==> src/design/slds_pkg.sv <==
// constants, register map and state codes of the length-switching serial sequencer
package slds_pkg;
    localparam int CLK_HZ = 10_000_000;
    localparam int SCK_HZ = 125_000;
    localparam int SCK_HALF_CYC = CLK_HZ / (2 * SCK_HZ);
    localparam int LEN24 = 24;
    localparam int LEN16 = 16;
    localparam logic [3:0] CNT24 = 4'h1;
    localparam logic [3:0] CNT16 = 4'h8;

    localparam logic [11:0] OFS_CTRL = 12'h000;
    localparam logic [11:0] OFS_STATUS = 12'h004;
    localparam logic [11:0] OFS_TX24 = 12'h008;
    localparam logic [11:0] OFS_TX16 = 12'h00c;
    localparam logic [11:0] OFS_RX24 = 12'h010;
    localparam logic [11:0] OFS_RX16 = 12'h020;

    localparam int CTRL_EN = 0;
    localparam logic CTRL_EN_RST = 1'b1;
    localparam int ST_BUSY = 0;
    localparam int ST_PHASE16 = 1;
    localparam int ST_SELECT = 2;
    localparam int ST_TXREQ = 4;
    localparam int ST_RXREQ = 5;
    localparam int ST_CEREQ = 6;
    localparam int ST_TXCNT = 8;
    localparam int ST_RXCNT = 12;
    localparam int ST_FRAMES = 16;

    typedef enum logic [1:0] {
        SEQ_IDLE = 2'b00,
        SEQ_RUN24 = 2'b01,
        SEQ_RUN16 = 2'b10
    } slds_seq_e;

    typedef enum logic [2:0] {
        REG_NONE = 3'b000,
        REG_CTRL = 3'b001,
        REG_STATUS = 3'b010,
        REG_TX24 = 3'b011,
        REG_TX16 = 3'b100,
        REG_RX24 = 3'b101,
        REG_RX16 = 3'b110
    } slds_reg_e;
endpackage : slds_pkg

==> src/design/slds_top.sv <==
// serial master with descriptor-fed 24-bit / 8x16-bit exchange and apb slave
//
// Implementation choices: the placing of the registers and the APB interface to the registers.
`timescale 1ns/1ps
`default_nettype none

module slds_top
    import slds_pkg::*;
#(
    parameter int SCK_HALF = SCK_HALF_CYC
) (
    input wire logic clk_sys,
    input wire logic resetn,
    input wire logic psel,
    input wire logic penable,
    input wire logic pwrite,
    input wire logic [11:0] paddr,
    input wire logic [31:0] pwdata,
    output logic [31:0] prdata,
    output logic pready,
    output logic pslverr,
    input wire logic push_button_n,
    output logic spi_sck,
    output logic spi_mosi,
    input wire logic spi_miso,
    output logic select_port_pin
);
    localparam logic [7:0] HALF_M1 = 8'(SCK_HALF - 1);
    localparam logic [4:0] LAST24 = 5'(LEN24 - 1);
    localparam logic [4:0] LAST16 = 5'(LEN16 - 1);

    typedef struct packed {
        slds_seq_e seq;
        logic enable;
        logic len16;
        logic select_pin;
        logic tx_en;
        logic ce_en;
        logic [3:0] tx_cnt;
        logic [3:0] rx_cnt;
        logic [2:0] rx_ptr;
        logic tx_full;
        logic [23:0] tx_buf;
        logic rx_full;
        logic [23:0] rx_buf;
        logic [31:0] tx24;
        logic [15:0] tx16;
        logic [23:0] rx24;
        logic [7:0][15:0] rx16;
        logic tx_req;
        logic rx_req;
        logic ce_req;
        logic [3:0] frames;
        logic eng_busy;
        logic sck;
        logic mosi;
        logic [4:0] bit_cnt;
        logic [7:0] div_cnt;
        logic [23:0] shifter;
        logic miso_s1;
        logic miso_s2;
        logic btn_s1;
        logic btn_s2;
        logic btn_prev;
        logic pready;
        logic pslverr;
        logic [31:0] prdata;
    } slds_state_s;

    slds_state_s s;
    slds_state_s next_s;
    logic [23:0] shifted;
    logic [31:0] rd_data;
    slds_reg_e rd_sel;
    slds_reg_e wr_sel;
    logic apb_wr;
    logic btn_fall;
    logic tx_move;
    logic tx_pass;
    logic rx_move;
    logic comm_end_irq;

    // register select shared by read and write paths
    function automatic slds_reg_e reg_decode(input logic [11:0] a);
        slds_reg_e r;
        r = REG_NONE;
        if (a == OFS_CTRL) begin
            r = REG_CTRL;
        end else if (a == OFS_STATUS) begin
            r = REG_STATUS;
        end else if (a == OFS_TX24) begin
            r = REG_TX24;
        end else if (a == OFS_TX16) begin
            r = REG_TX16;
        end else if (a == OFS_RX24) begin
            r = REG_RX24;
        end else if (a[11:5] == OFS_RX16[11:5] && a[1:0] == 2'b00) begin
            r = REG_RX16;
        end
        return r;
    endfunction : reg_decode

    assign rd_sel = reg_decode(paddr);
    assign wr_sel = reg_decode(paddr);
    assign apb_wr = psel && penable && s.pready && pwrite;
    assign btn_fall = s.btn_prev && !s.btn_s2;
    assign tx_move = s.seq != SEQ_IDLE && s.tx_en && !s.tx_full
        && s.tx_cnt != 4'h0;
    assign tx_pass = s.seq != SEQ_IDLE && s.tx_en && !s.tx_full
        && s.tx_cnt == 4'h0;
    assign rx_move = s.rx_full && s.rx_cnt != 4'h0;
    assign comm_end_irq = !s.eng_busy && !s.tx_full && !s.rx_full;

    always_comb begin
        rd_data = 32'h0000_0000;
        if (rd_sel == REG_CTRL) begin
            rd_data[CTRL_EN] = s.enable;
        end else if (rd_sel == REG_STATUS) begin
            rd_data[ST_BUSY] = s.seq != SEQ_IDLE;
            rd_data[ST_PHASE16] = s.len16;
            rd_data[ST_SELECT] = s.select_pin;
            rd_data[ST_TXREQ] = s.tx_req;
            rd_data[ST_RXREQ] = s.rx_req;
            rd_data[ST_CEREQ] = s.ce_req;
            rd_data[ST_TXCNT +: 4] = s.tx_cnt;
            rd_data[ST_RXCNT +: 4] = s.rx_cnt;
            rd_data[ST_FRAMES +: 4] = s.frames;
        end else if (rd_sel == REG_TX24) begin
            rd_data = s.tx24;
        end else if (rd_sel == REG_TX16) begin
            rd_data = {16'h0000, s.tx16};
        end else if (rd_sel == REG_RX24) begin
            rd_data = {8'h00, s.rx24};
        end else if (rd_sel == REG_RX16) begin
            rd_data = {16'h0000, s.rx16[paddr[4:2]]};
        end
    end

    always_comb begin
        next_s = s;
        shifted = {s.shifter[22:0], s.miso_s2};
        next_s.miso_s1 = spi_miso;
        next_s.miso_s2 = s.miso_s1;
        next_s.btn_s1 = push_button_n;
        next_s.btn_s2 = s.btn_s1;
        next_s.btn_prev = s.btn_s2;

        // apb: zero-wait answer in the first access cycle
        next_s.pready = 1'b0;
        if (psel && !penable) begin
            next_s.pready = 1'b1;
            next_s.pslverr = rd_sel == REG_NONE;
            next_s.prdata = rd_data;
        end
        if (apb_wr) begin
            if (wr_sel == REG_CTRL) begin
                next_s.enable = pwdata[CTRL_EN];
            end else if (wr_sel == REG_STATUS) begin
                // write one to clear; later hardware sets win
                if (pwdata[ST_TXREQ]) next_s.tx_req = 1'b0;
                if (pwdata[ST_RXREQ]) next_s.rx_req = 1'b0;
                if (pwdata[ST_CEREQ]) next_s.ce_req = 1'b0;
            end else if (wr_sel == REG_TX24) begin
                next_s.tx24 = pwdata;
            end else if (wr_sel == REG_TX16) begin
                next_s.tx16 = pwdata[15:0];
            end
        end

        // transmit descriptor, fixed source into the data buffer
        if (tx_move) begin
            next_s.tx_full = 1'b1;
            next_s.tx_cnt = s.tx_cnt - 4'h1;
            if (s.len16) begin
                next_s.tx_buf = {8'h00, s.tx16};
            end else begin
                next_s.tx_buf = s.tx24[23:0];
            end
        end else if (tx_pass) begin
            next_s.tx_req = 1'b1;
            next_s.tx_en = 1'b0;
        end

        // receive descriptor; cpu told on the last move or a spare event
        if (rx_move) begin
            next_s.rx_full = 1'b0;
            next_s.rx_cnt = s.rx_cnt - 4'h1;
            if (s.len16) begin
                next_s.rx16[s.rx_ptr] = s.rx_buf[15:0];
                next_s.rx_ptr = s.rx_ptr + 3'h1;
            end else begin
                next_s.rx24 = s.rx_buf;
            end
            if (s.rx_cnt == 4'h1) begin
                next_s.rx_req = 1'b1;
                next_s.ce_en = 1'b1;
            end
        end else if (s.rx_full) begin
            next_s.rx_full = 1'b0;
            next_s.rx_req = 1'b1;
            next_s.ce_en = 1'b1;
        end

        // shift engine: change on rising edge, sample on falling edge
        if (s.eng_busy) begin
            if (s.div_cnt == HALF_M1) begin
                next_s.div_cnt = 8'h00;
                next_s.sck = !s.sck;
                if (!s.sck) begin
                    next_s.mosi = s.len16 ? s.shifter[15] : s.shifter[23];
                end else begin
                    next_s.shifter = shifted;
                    next_s.bit_cnt = s.bit_cnt + 5'h01;
                    if (s.bit_cnt == (s.len16 ? LAST16 : LAST24)) begin
                        next_s.eng_busy = 1'b0;
                        next_s.rx_full = 1'b1;
                        next_s.frames = s.frames + 4'h1;
                        if (s.len16) begin
                            next_s.rx_buf = {8'h00, shifted[15:0]};
                        end else begin
                            next_s.rx_buf = shifted;
                        end
                    end
                end
            end else begin
                next_s.div_cnt = s.div_cnt + 8'h01;
            end
        end else if (s.tx_full) begin
            next_s.shifter = s.tx_buf;
            next_s.tx_full = 1'b0;
            next_s.eng_busy = 1'b1;
            next_s.bit_cnt = 5'h00;
            next_s.div_cnt = 8'h00;
        end

        // sequencer
        case (s.seq)
            SEQ_IDLE: begin
                if (s.enable && btn_fall) begin
                    next_s.select_pin = 1'b0;
                    next_s.seq = SEQ_RUN24;
                    next_s.tx_en = 1'b1;
                    next_s.frames = 4'h0;
                end
            end
            SEQ_RUN24: begin
                if (s.ce_en && comm_end_irq) begin
                    next_s.ce_req = 1'b1;
                    next_s.ce_en = 1'b0;
                    next_s.len16 = 1'b1;
                    next_s.tx_cnt = CNT16;
                    next_s.rx_cnt = CNT16;
                    next_s.rx_ptr = 3'h0;
                    next_s.tx_en = 1'b1;
                    next_s.frames = 4'h0;
                    next_s.seq = SEQ_RUN16;
                end
            end
            SEQ_RUN16: begin
                if (s.ce_en && comm_end_irq) begin
                    next_s.ce_req = 1'b1;
                    next_s.ce_en = 1'b0;
                    next_s.select_pin = 1'b1;
                    next_s.len16 = 1'b0;
                    next_s.tx_cnt = CNT24;
                    next_s.rx_cnt = CNT24;
                    next_s.rx_ptr = 3'h0;
                    next_s.seq = SEQ_IDLE;
                end
            end
            default: begin
                next_s.seq = SEQ_IDLE;
            end
        endcase
    end

    always_ff @(posedge clk_sys) begin
        if (!resetn) begin
            s <= '0;
            s.enable <= CTRL_EN_RST;
            s.select_pin <= 1'b1;
            s.tx_cnt <= CNT24;
            s.rx_cnt <= CNT24;
            s.btn_s1 <= 1'b1;
            s.btn_s2 <= 1'b1;
            s.btn_prev <= 1'b1;
        end else begin
            s <= next_s;
        end
    end

    assign prdata = s.prdata;
    assign pready = s.pready;
    assign pslverr = s.pslverr;
    assign spi_sck = s.sck;
    assign spi_mosi = s.mosi;
    assign select_port_pin = s.select_pin;
endmodule : slds_top

`default_nettype wire

==> config.mk <==
export PLATFORM = sky130hd
export DESIGN_NAME = slds_top
export DESIGN_NICKNAME = d
export VERILOG_FILES = /design/src/design/slds_pkg.sv /design/src/design/slds_top.sv
export SDC_FILE = /design/constraint.sdc
export NUM_CORES = 1
export LEC_CHECK = 0
export BUFFER_PORTS_ARGS = -buffer_cell sky130_fd_sc_hd__buf_2
export CORE_MARGIN = 2
export CORE_UTILIZATION = 61
export DETAILED_ROUTE_END_ITERATION = 8
export GPL_TIMING_DRIVEN = 1
export HOLD_SLACK_MARGIN = 0.05
export PLACE_DENSITY_LB_ADDON = 0.15
export SETUP_SLACK_MARGIN = 0.05
export SYNTH_ARGS = -nofsm -noshare
export SYNTH_HDL_FRONTEND = slang
export SYNTH_SLANG_ARGS = --single-unit
==> constraint.sdc <==
create_clock -name clk_sys -period 2.6 [get_ports clk_sys]
set_input_delay 0.39 -clock clk_sys [delete_from_list [all_inputs] [get_ports clk_sys]]
set_output_delay 0.39 -clock clk_sys [all_outputs]
set_load 0.02 [all_outputs]
==> results of run 1 <==
==> cells by family (layout without fill, tap and decap cells) <==
| group | count (synthesis) | after routing | share of synthesized area [%] |
|---|---|---|---|
| flops | 354 | 354 | 42.8 |
| compound gates | 331 | 331 | 14.9 |
| fa+ha+maj | 10 | 10 | 0.755 |
| simple gates | 638 | 638 | 19.9 |
| mux | 206 | 206 | 14.7 |
| xor+xnor | 17 | 17 | 0.898 |
| buf+inv | 199 | 229 | 6.05 |
==> registers in the layout, summed over array words and instances (netlist names) <==
| register | flops |
|---|---|
| prdata | 32 |
| next_s | 3 |
| pslverr | 1 |
| s | 314 |
| pready | 1 |
| spi_sck | 1 |
| select_port_pin | 1 |
| spi_mosi | 1 |
==> stage by stage <==
step | std cells | instance area [um2] | utilization, % | worst slack, ns | total power, W
after global routing | 2126 | 18400 | 68.7 | 0.0890 | 0.0116
after detailed placement | 2063 | 17200 | 64.0 | 0.0807 | 0.00601
final | 2126 | 18400 | 68.7 | 0.246 | 0.0113
after CTS | 2126 | 18400 | 68.7 | 0.162 | 0.0114
after floorplan | 1755 | 16600 | - | 0.439 | 0.00586
after global placement | 2063 | 17200 | 64.0 | 0.176 | 0.00601
==> cell usage after synthesis, types with 5 or more instances <==
cell / n / area share [%]
dfxtp_1: 354 / 43
nand2_1: 300 / 6.8
mux2i_1: 172 / 10
nor2b_1: 139 / 5.2
clkbuf_1: 84 / 1.9
a21boi_0: 73 / 3.3
buf_4: 50 / 2.3
a21boi_1: 44 / 2.0
nor2_1: 42 / 0.95
o211a_1: 41 / 2.5
o21ai_0: 41 / 1.2
a21oi_1: 38 / 1.1
mux4_2: 30 / 4.1
buf_2: 29 / 0.88
nand3_1: 24 / 0.72
inv_1: 23 / 0.52
nand3b_1: 21 / 0.95
and2_1: 17 / 0.64
a211oi_1: 16 / 0.72
nand2b_1: 16 / 0.60
nor3_1: 16 / 0.48
o21ai_1: 13 / 0.39
o211ai_1: 12 / 0.54
nand4_1: 11 / 0.42
o211ai_2: 11 / 0.83
buf_1: 10 / 0.23
ha_1: 10 / 0.75
xnor2_1: 9 / 0.48
xor2_1: 8 / 0.42
nor3b_1: 7 / 0.32
a221oi_1: 6 / 0.32
a22oi_1: 6 / 0.27
nor4_4: 5 / 0.64
o22ai_1: 5 / 0.19
or2_2: 5 / 0.19
==> power groups by stage <==
| stage | registers (W) | clock network [W] | logic, W |
|---|---|---|---|
| final | 0.00545 | 0.00541 | 0.000444 |
| after global routing | 0.00545 | 0.00571 | 0.000475 |
| after CTS | 0.00545 | 0.00548 | 0.000442 |
| after detailed placement | 0.00557 | 0 | 0.000440 |
| after global placement | 0.00557 | 0 | 0.000437 |
| after floorplan | 0.00557 | 0 | 0.000285 |
==> per-layer routing <==
layer | track usage [%] | up-vias | routed length (um)
li1 | - | 6052 | -
met1 | 38.8 | 6139 | 18300
met2 | 49.6 | 394 | 19700
met3 | 3.81 | 110 | 2280
met5 | 0 | - | 0
met4 | 10.3 | 0 | 1520
==> worst reg2reg max path, stage by stage (launching register included) <==
cell and delay [ns]:
dfxtp_1 0.39, inv_1 0.11, ha_1 0.25, or3b_2 0.26, nand4b_1 0.31, nor3b_2 0.37
buf_12 0.22, mux2i_1 0.26, nor2b_1 0.07
==> cell type report <==
cell class | count | area share [%]
Clock inverter | 9 | 0.666
Timing Repair Buffer | 143 | 5.72
Sequential cell | 354 | 38.5
Tap cell | 341 | 2.32
Multi-Input combinational cell | 1202 | 46.2
Clock buffer | 54 | 6.11
Inverter | 23 | 0.469
==> final timing paths <==
kind	startpoint	endpoint	slack [ns]	cells after the start
worst max-delay path	s[339]	s[126]	0.25	8
worst min-delay path	push_button_n	next_s[35]	0.06	2
worst max register to register	s[339]	s[126]	0.25	8
worst min register to register	next_s[35]	next_s[34]	0.41	1
==> flow_metrics.tcl, run 1 <==
set metrics [dict create \
    synth_area_per_cell_um2 9.45 \
    final_cell_mix "dfxtp_1 (352), nand2_1 (300), mux2i_1 (172)" \
    peakVddDrop_v 0.000506 \
    switching_share_pct 21.1 \
    synth-seq-cells 354 \
    route.detailed.drc 0 \
    cts_root_buf "clkbuf_16" \
    die_y_um 169 \
    hold_viol 0 \
    setup-violations-final 0 \
    seqPwrFrac_pct 48.2 \
    grt_max_degree 173 \
    power.density_nw_per_um2 614 \
    power.static_leakage_nw 7.01 \
    rsz0062_at_grt "no" \
    drtAntennaViolNets 0 \
    dr.pass1.iters 8 \
    nNetsFinal 1823 \
    boundaryPins 88 \
    ctsResizeCount 0 \
    antenna_found_initial 0 \
    start_kind "flop" \
    fin_crit_ns 2.35 \
    multi_input_area_um2 8510 \
    worst_pin_slew_ns 0.808 \
    globalRoute.totalOverflow 0 \
    gp_congestion 0.938 \
    hpwlAfterDp_um 27800 \
    slowest_stage "dfxtp_1" \
    core-area_um2 26800 \
    crit_type "flop to flop" \
    synthArstFlopShare_pct 0 \
    cts_htree_levels 2 \
    crit_arrival_ns 2.76 \
    layout_commonest_cell "dfxtp_1" \
    slowest_delay_ns 0.39 \
    syn2layout_area_growth_pct 11.0 \
    max_freq_mhz 425 \
    syn_inst 1755 \
    relSlewSlack_pct 46.2 \
    cap_viol_max_count 0 \
    viasPerCell 5.97 \
    cts_hold_buf 0 \
    dieArea_um2 28500 \
    synth_flop_cell "dfxtp_1" \
    endpoint_kind "flop" \
    status "complete, no violations" \
    drt_iter0_drc 1222 \
    hold_path_class "input port to flop" \
    cp_cell_sequence "inv_1 > ha_1 > or3b_2 > nand4b_1 > nor3b_2 > buf_12 > mux2i_1 > nor2b_1" \
    row_count 60 \
    io_buffers 87 \
    worst_ep_required_time_ns 3.00 \
    start_util_pct 61.9 \
    insertedDiodeCount 0 \
    power_frac_comb_pct 3.9 \
    fillers 2106 \
    power.internal_w 0.00892 \
    wl_per_cell_um 19.6 \
    crit_family "simple AND/OR/NAND/NOR gates" \
    grt_first_pass_wirelength_um 66800 \
    first_global_vias 12300 \
    synth_edf_count 0 \
    clock_latency_ns 0.53 \
    cts_num_sinks 354 \
    drv_slew 0 \
    drive_gt1_share_pct 15.7 \
    path_max_fanout 16 \
    ys_seq_area_share_pct 42.8 \
    fin_tns_setup_ns 0 \
    vias 12700 \
    pwr-share-clk_pct 47.8 \
    cts_tree "yes" \
    cts-buffers-inserted 38 \
    p_sw_w 0.00239 \
    synthesis.nets 1816 \
    die_w_um 169 \
    fin_skew_ns 0.0146 \
    grt_util_all_layers_pct 29.3 \
    postCtsSetupRepairBufs 0 \
    whs_ns 0.0556 \
    synth-warning-count 0 \
    final_min_period_over_clock_period_pct 90.6 \
    clkTransAtPathRegs_ns 0.06 \
    drt-total-wl_um 41800 \
    crit_buf_inv 2 \
    register_area_um2 7090 \
    synth.distinct_cells 66 \
    cts_buffer_depth 3 \
    synth.cell_area_um2 16600 \
]
Power figures use the tool's default switching activity.
==> run 2, diff against run 1 <==
- GPL_TIMING_DRIVEN: 1 -> 0
==> run 2 against run 1 <==
Die area stayed put. Worst setup slack worse by 0.15 ns. Cell area is 2.0% higher. Sequential share of layout area is 0.77 points lower. Clock power is 1% lower. First-iteration DRC count is 3.4% lower. Clock-buffer cell count is 5 higher. Critical path depth stayed put. Hold slack better by 0.0034 ns. Maximum frequency is 5.9% lower. Largest power group unchanged.
==> flow_metrics.tcl, run 2 (synthesis gave the netlist of run 1 again) <==
set metrics [dict create \
    drt_iter0_drc 1180 \
    relSlewSlack_pct 34.1 \
    post-place-ws_ns -0.243 \
    setup_slack_ns 0.0981 \
    globalRoute.totalOverflow 0 \
    crit_type "flop to flop" \
    layout_commonest_cell "dfxtp_1" \
    dr.pass1.iters 5 \
    hpwlAfterDp_um 36000 \
    io_buffers 86 \
    boundaryPins 88 \
    cts_num_sinks 354 \
    hold_path_class "input port to flop" \
    final_cells 2260 \
    grt_util_all_layers_pct 34.7 \
    nNetsFinal 1951 \
    gp_congestion 0.945 \
    place_area_um2 17400 \
    largest_reg_flops 314 \
    fin_util_pct 70.1 \
    worst_pin_slew_ns 0.982 \
    core-area_um2 26800 \
    clock_latency_ns 0.55 \
    power.static_leakage_nw 7.24 \
    status "complete, no violations" \
    clkTransAtPathRegs_ns 0.06 \
    antenna_found_initial 0 \
    vias 13600 \
    slowest_delay_ns 0.43 \
    dieArea_um2 28500 \
    slowest_stage "nor3b_1" \
    final_min_period_over_clock_period_pct 96.2 \
    place_inst 2182 \
    path_max_fanout 10 \
    peakVddDrop_v 0.000675 \
    cp_cell_sequence "inv_1 > ha_1 > nor3b_1 > and2_1 > buf_2 > buf_2 > o211ai_1 > o211a_1" \
    first_global_vias 13200 \
    grt_max_degree 14 \
    cts_htree_levels 2 \
    die_y_um 169 \
    viasPerCell 6.01 \
    cts_root_buf "clkbuf_16" \
    cts_buffer_depth 3 \
    crit_arrival_ns 2.92 \
    route.detailed.drc 0 \
    final_cell_mix "dfxtp_1 (354), nand2_1 (300), mux2i_1 (172)" \
    start_util_pct 61.9 \
    syn2layout_area_growth_pct 13.3 \
    largest_register "s" \
    cts-buffers-inserted 39 \
    hold_viol 0 \
    worst_ep_required_time_ns 3.02 \
    die_w_um 169 \
    start_kind "flop" \
    rsz0062_at_grt "yes" \
    drive_gt1_share_pct 16.7 \
    cap_viol_max_count 0 \
    drtAntennaViolNets 0 \
    insertedDiodeCount 0 \
    register_area_um2 7090 \
    max_freq_mhz 400 \
    fin_skew_ns 0.0266 \
    final_area_um2 18800 \
    multi_input_area_um2 8510 \
    power.density_nw_per_um2 601 \
    fillers 2135 \
    wl_per_cell_um 21.9 \
    fin_crit_ns 2.50 \
    grt_first_pass_wirelength_um 75500 \
    crit_path_frequent_cell "buf_2" \
    cts_tree "yes" \
    p_total_w 0.0113 \
    endpoint_kind "flop" \
    drv_slew 0 \
    row_count 60 \
    setup-violations-final 0 \
    drt-total-wl_um 49600 \
]
## run 2: power breakdown
group | total (W) | internal (W) | leakage (nW) | switching (W)
Combinational | 0.000489 | 0.000177 | 3.78 | 0.000311
Sequential | 0.00545 | 0.00544 | 2.85 | 0.0000128
Clock | 0.00534 | 0.00307 | 0.602 | 0.00227
## run 2: final timing paths
kind | from | end | slack, ns | cells after the start
min | spi_miso | next_s[37] | 0.06 | 2
min reg2reg | next_s[35] | next_s[34] | 0.42 | 1
max reg2reg | s[353] | s[312] | 0.1 | 8
max | s[353] | s[312] | 0.1 | 8
## run 2: per-layer routing
layer / part of all wire [%] / global-route usage [%] / vias up
met5: 0 / 0 / -
met4: 4.9 / 16.0 / 0
met3: 7.0 / 4.63 / 141
met2: 47 / 58.4 / 589
met1: 41 / 44.5 / 6541
li1: - / - / 6314
## run 2: metrics by stage
stage | hold WS, ns | setup TNS (ns)
6_report | 0.0590 | 0
3_5_place_dp | 0.398 | -4.04
2_1_floorplan | 0.386 | 0
5_1_grt | 0.0628 | 0
3_3_place_gp | 0.398 | -3.33
4_1_cts | 0.0512 | -0.569
## run 2: final cells by class
type,count,area share [%]
tap,341,2.27
multi-input combinational,1202,45.3
clock buffer,59,6.13
timing repair buffer,94,2.63
inverter,23,0.460
buffer,176,5.04
clock inverter,11,0.400
sequential,354,37.7
## run 2: repair_timing
action	in CTS	in global routing
gates cloned	0	0
buffers inserted	0	7
resized for setup	4	18
endpoints found under the hold margin	1	0
setup endpoints to repair	40	98
hold buffers	1	0
## run 2: critical path: cells and delay by family, from the launching register on
kind                     cells  cell delay [ns]
buffers and inverters        3             0.60
adder cells (fa/ha/maj)      1             0.30
AO/OA/AOI/OAI                2             0.48
AND/OR/NAND/NOR              2             0.61
flip-flops                   1             0.39
==> run 3, diff against run 2 <==
- CTS_BUF_LIST: default -> sky130_fd_sc_hd__clkbuf_4 sky130_fd_sc_hd__clkbuf_8 sky130_fd_sc_hd__clkbuf_16
- PLACE_DENSITY: default -> 0.8
- PLACE_DENSITY_LB_ADDON: 0.15 -> default
==> run 3 against run 2 <==
Flip-flop and latch count is the same. Via count grew 1.6%. Routed wire length grew 0.62%. Combinational power grew 1%. Critical path type is now input port to flop. Largest power group is now clock.
==> flow_metrics.tcl, run 3 (synthesis gave the netlist of run 1 again) <==
set metrics [dict create \
    path_max_fanout 10 \
    slowest_stage "nor4_2" \
    io_buffers 86 \
    drtAntennaViolNets 0 \
    fin_crit_ns 2.51 \
    start_kind "input port" \
    power.static_leakage_nw 7.33 \
    die_w_um 169 \
    max_freq_mhz 399 \
    setup-violations-final 0 \
    die_y_um 169 \
    largest_reg_flops 314 \
    relSlewSlack_pct 27.8 \
    crit_buf_inv 2 \
    start_util_pct 61.9 \
    crit_family "simple AND/OR/NAND/NOR gates" \
    cts_num_sinks 354 \
    nNetsFinal 1950 \
    grt_first_pass_wirelength_um 75500 \
    syn2layout_area_growth_pct 14.3 \
    final_cells 2259 \
    drv_slew 0 \
    rsz0062_at_grt "no" \
    clkTransAtPathRegs_ns 0.06 \
    power.density_nw_per_um2 627 \
    dr.pass1.iters 6 \
    viasPerCell 6.11 \
    core-area_um2 26800 \
    crit_arrival_ns 2.97 \
    hold_viol 0 \
    final_min_period_over_clock_period_pct 96.4 \
    cts-buffers-inserted 38 \
    globalRoute.totalOverflow 0 \
    drt-total-wl_um 49900 \
    cts_root_buf "clkbuf_16" \
    dieArea_um2 28500 \
    first_global_vias 13500 \
    endpoint_kind "flop" \
    gp_congestion 0.977 \
    antenna_found_initial 1 \
    cap_viol_max_count 0 \
    worst_pin_slew_ns 1.07 \
    status "complete, no violations" \
    clock_latency_ns 0.54 \
    cp_cell_sequence "buf_2 > nor4_2 > nand3_1 > clkbuf_1 > o211ai_1 > o211ai_2 > a2bb2oi_2" \
    route.detailed.drc 0 \
    fin_tns_setup_ns 0 \
    largest_register "s" \
    hold_path_class "input port to flop" \
    layout_commonest_cell "dfxtp_1" \
    cts_tree "yes" \
    crit_type "input port to flop" \
    hpwlAfterDp_um 35600 \
    slowest_delay_ns 0.80 \
    drt_iter0_drc 1322 \
    boundaryPins 88 \
    cts_htree_levels 2 \
    row_count 60 \
    grt_util_all_layers_pct 34.5 \
    place_inst 2182 \
    worst_ep_required_time_ns 3.06 \
    cts_buffer_depth 3 \
    grt_max_degree 15 \
    peakVddDrop_v 0.000579 \
    wl_per_cell_um 22.1 \
    drive_gt1_share_pct 17.2 \
    vias 13800 \
    final_cell_mix "dfxtp_1 (354), nand2_1 (300), mux2i_1 (172)" \
    fin_skew_ns 0.0142 \
]
[run 3: changes by cell type in the layout (fill, tap and decap cells not counted), sizes merged]
cell | before | now
buf | 182 | 184
inv | 27 | 25
clkbuf | 146 | 138
diode | 0 | 1
bufinv | 0 | 6
[run 3: per-stage QoR]
| step | area [um2] | hold WS, ns | utilization, % | total power (W) | worst slack [ns] |
|---|---|---|---|---|---|
| 2_1_floorplan | 16600 | 0.386 | - | 0.00586 | 0.439 |
| 3_3_place_gp | 17400 | 0.396 | 65.1 | 0.00604 | -0.225 |
| 3_5_place_dp | 17400 | 0.395 | 65.1 | 0.00605 | -0.268 |
| 4_1_cts | 18900 | 0.0521 | 70.4 | 0.0119 | 0.0940 |
| 5_1_grt | 18900 | 0.0737 | 70.7 | 0.0121 | 0.0562 |
| 6_report | 18900 | 0.0645 | 70.7 | 0.0119 | 0.0948 |
[run 3: layout make-up]
class / instances / area (um2)
clock inverters: 15 / 240
diodes: 1 / 2.50
clock buffers: 53 / 1140
well taps: 341 / 427
fillers: 2055 / 7860
repair buffers: 95 / 500
flip-flops and latches: 354 / 7090
inverters: 23 / 86.3
plain buffers: 175 / 951
multi-input cells: 1202 / 8510
[run 3: path summary, 6_finish.rpt]
path | from | slack, ns | cells past startpoint | to
worst max-delay path | paddr[8] | 0.09 | 7 | prdata[10]
worst min-delay path | spi_miso | 0.06 | 2 | next_s[37]
worst max register to register | s[340] | 0.14 | 9 | s[205]
worst min register to register | next_s[35] | 0.41 | 1 | next_s[34]
[run 3: worst reg2reg max path, cell delays in order, from the launching register on]
cell	delay, ns
dfxtp_1	0.32
inv_1	0.12
ha_2	0.23
or3b_2	0.51
and4_2	0.31
and3_1	0.18
buf_2	0.20
buf_6	0.20
mux2i_1	0.19
nor2b_1	0.08
[run 3: routing by layer]
metal  part of all wire, %  vias up  wire, um  GRT usage [%]
li1                      -     6307         -              -
met1                    40     6643     20100           43.2
met2                    46      670     22800           55.6
met3                   7.7      180      3850           6.41
met4                   6.4        0      3200           21.0
met5                     0        -         0              0
[run 3: where the power goes]
group	internal (W)	leakage [nW]	total (W)	switching, W
clock	0.00366	0.684	0.00594	0.00228
sequential	0.00544	2.85	0.00545	0.0000129
combinational	0.000177	3.79	0.000496	0.000318
[run 3: repair_timing]
action,CTS,global route
hold buffers,1,0
endpoints found under the setup margin,39,94
resized for setup,8,18
buffers inserted,1,7
pin swaps,1,1
hold endpoints to repair,1,0
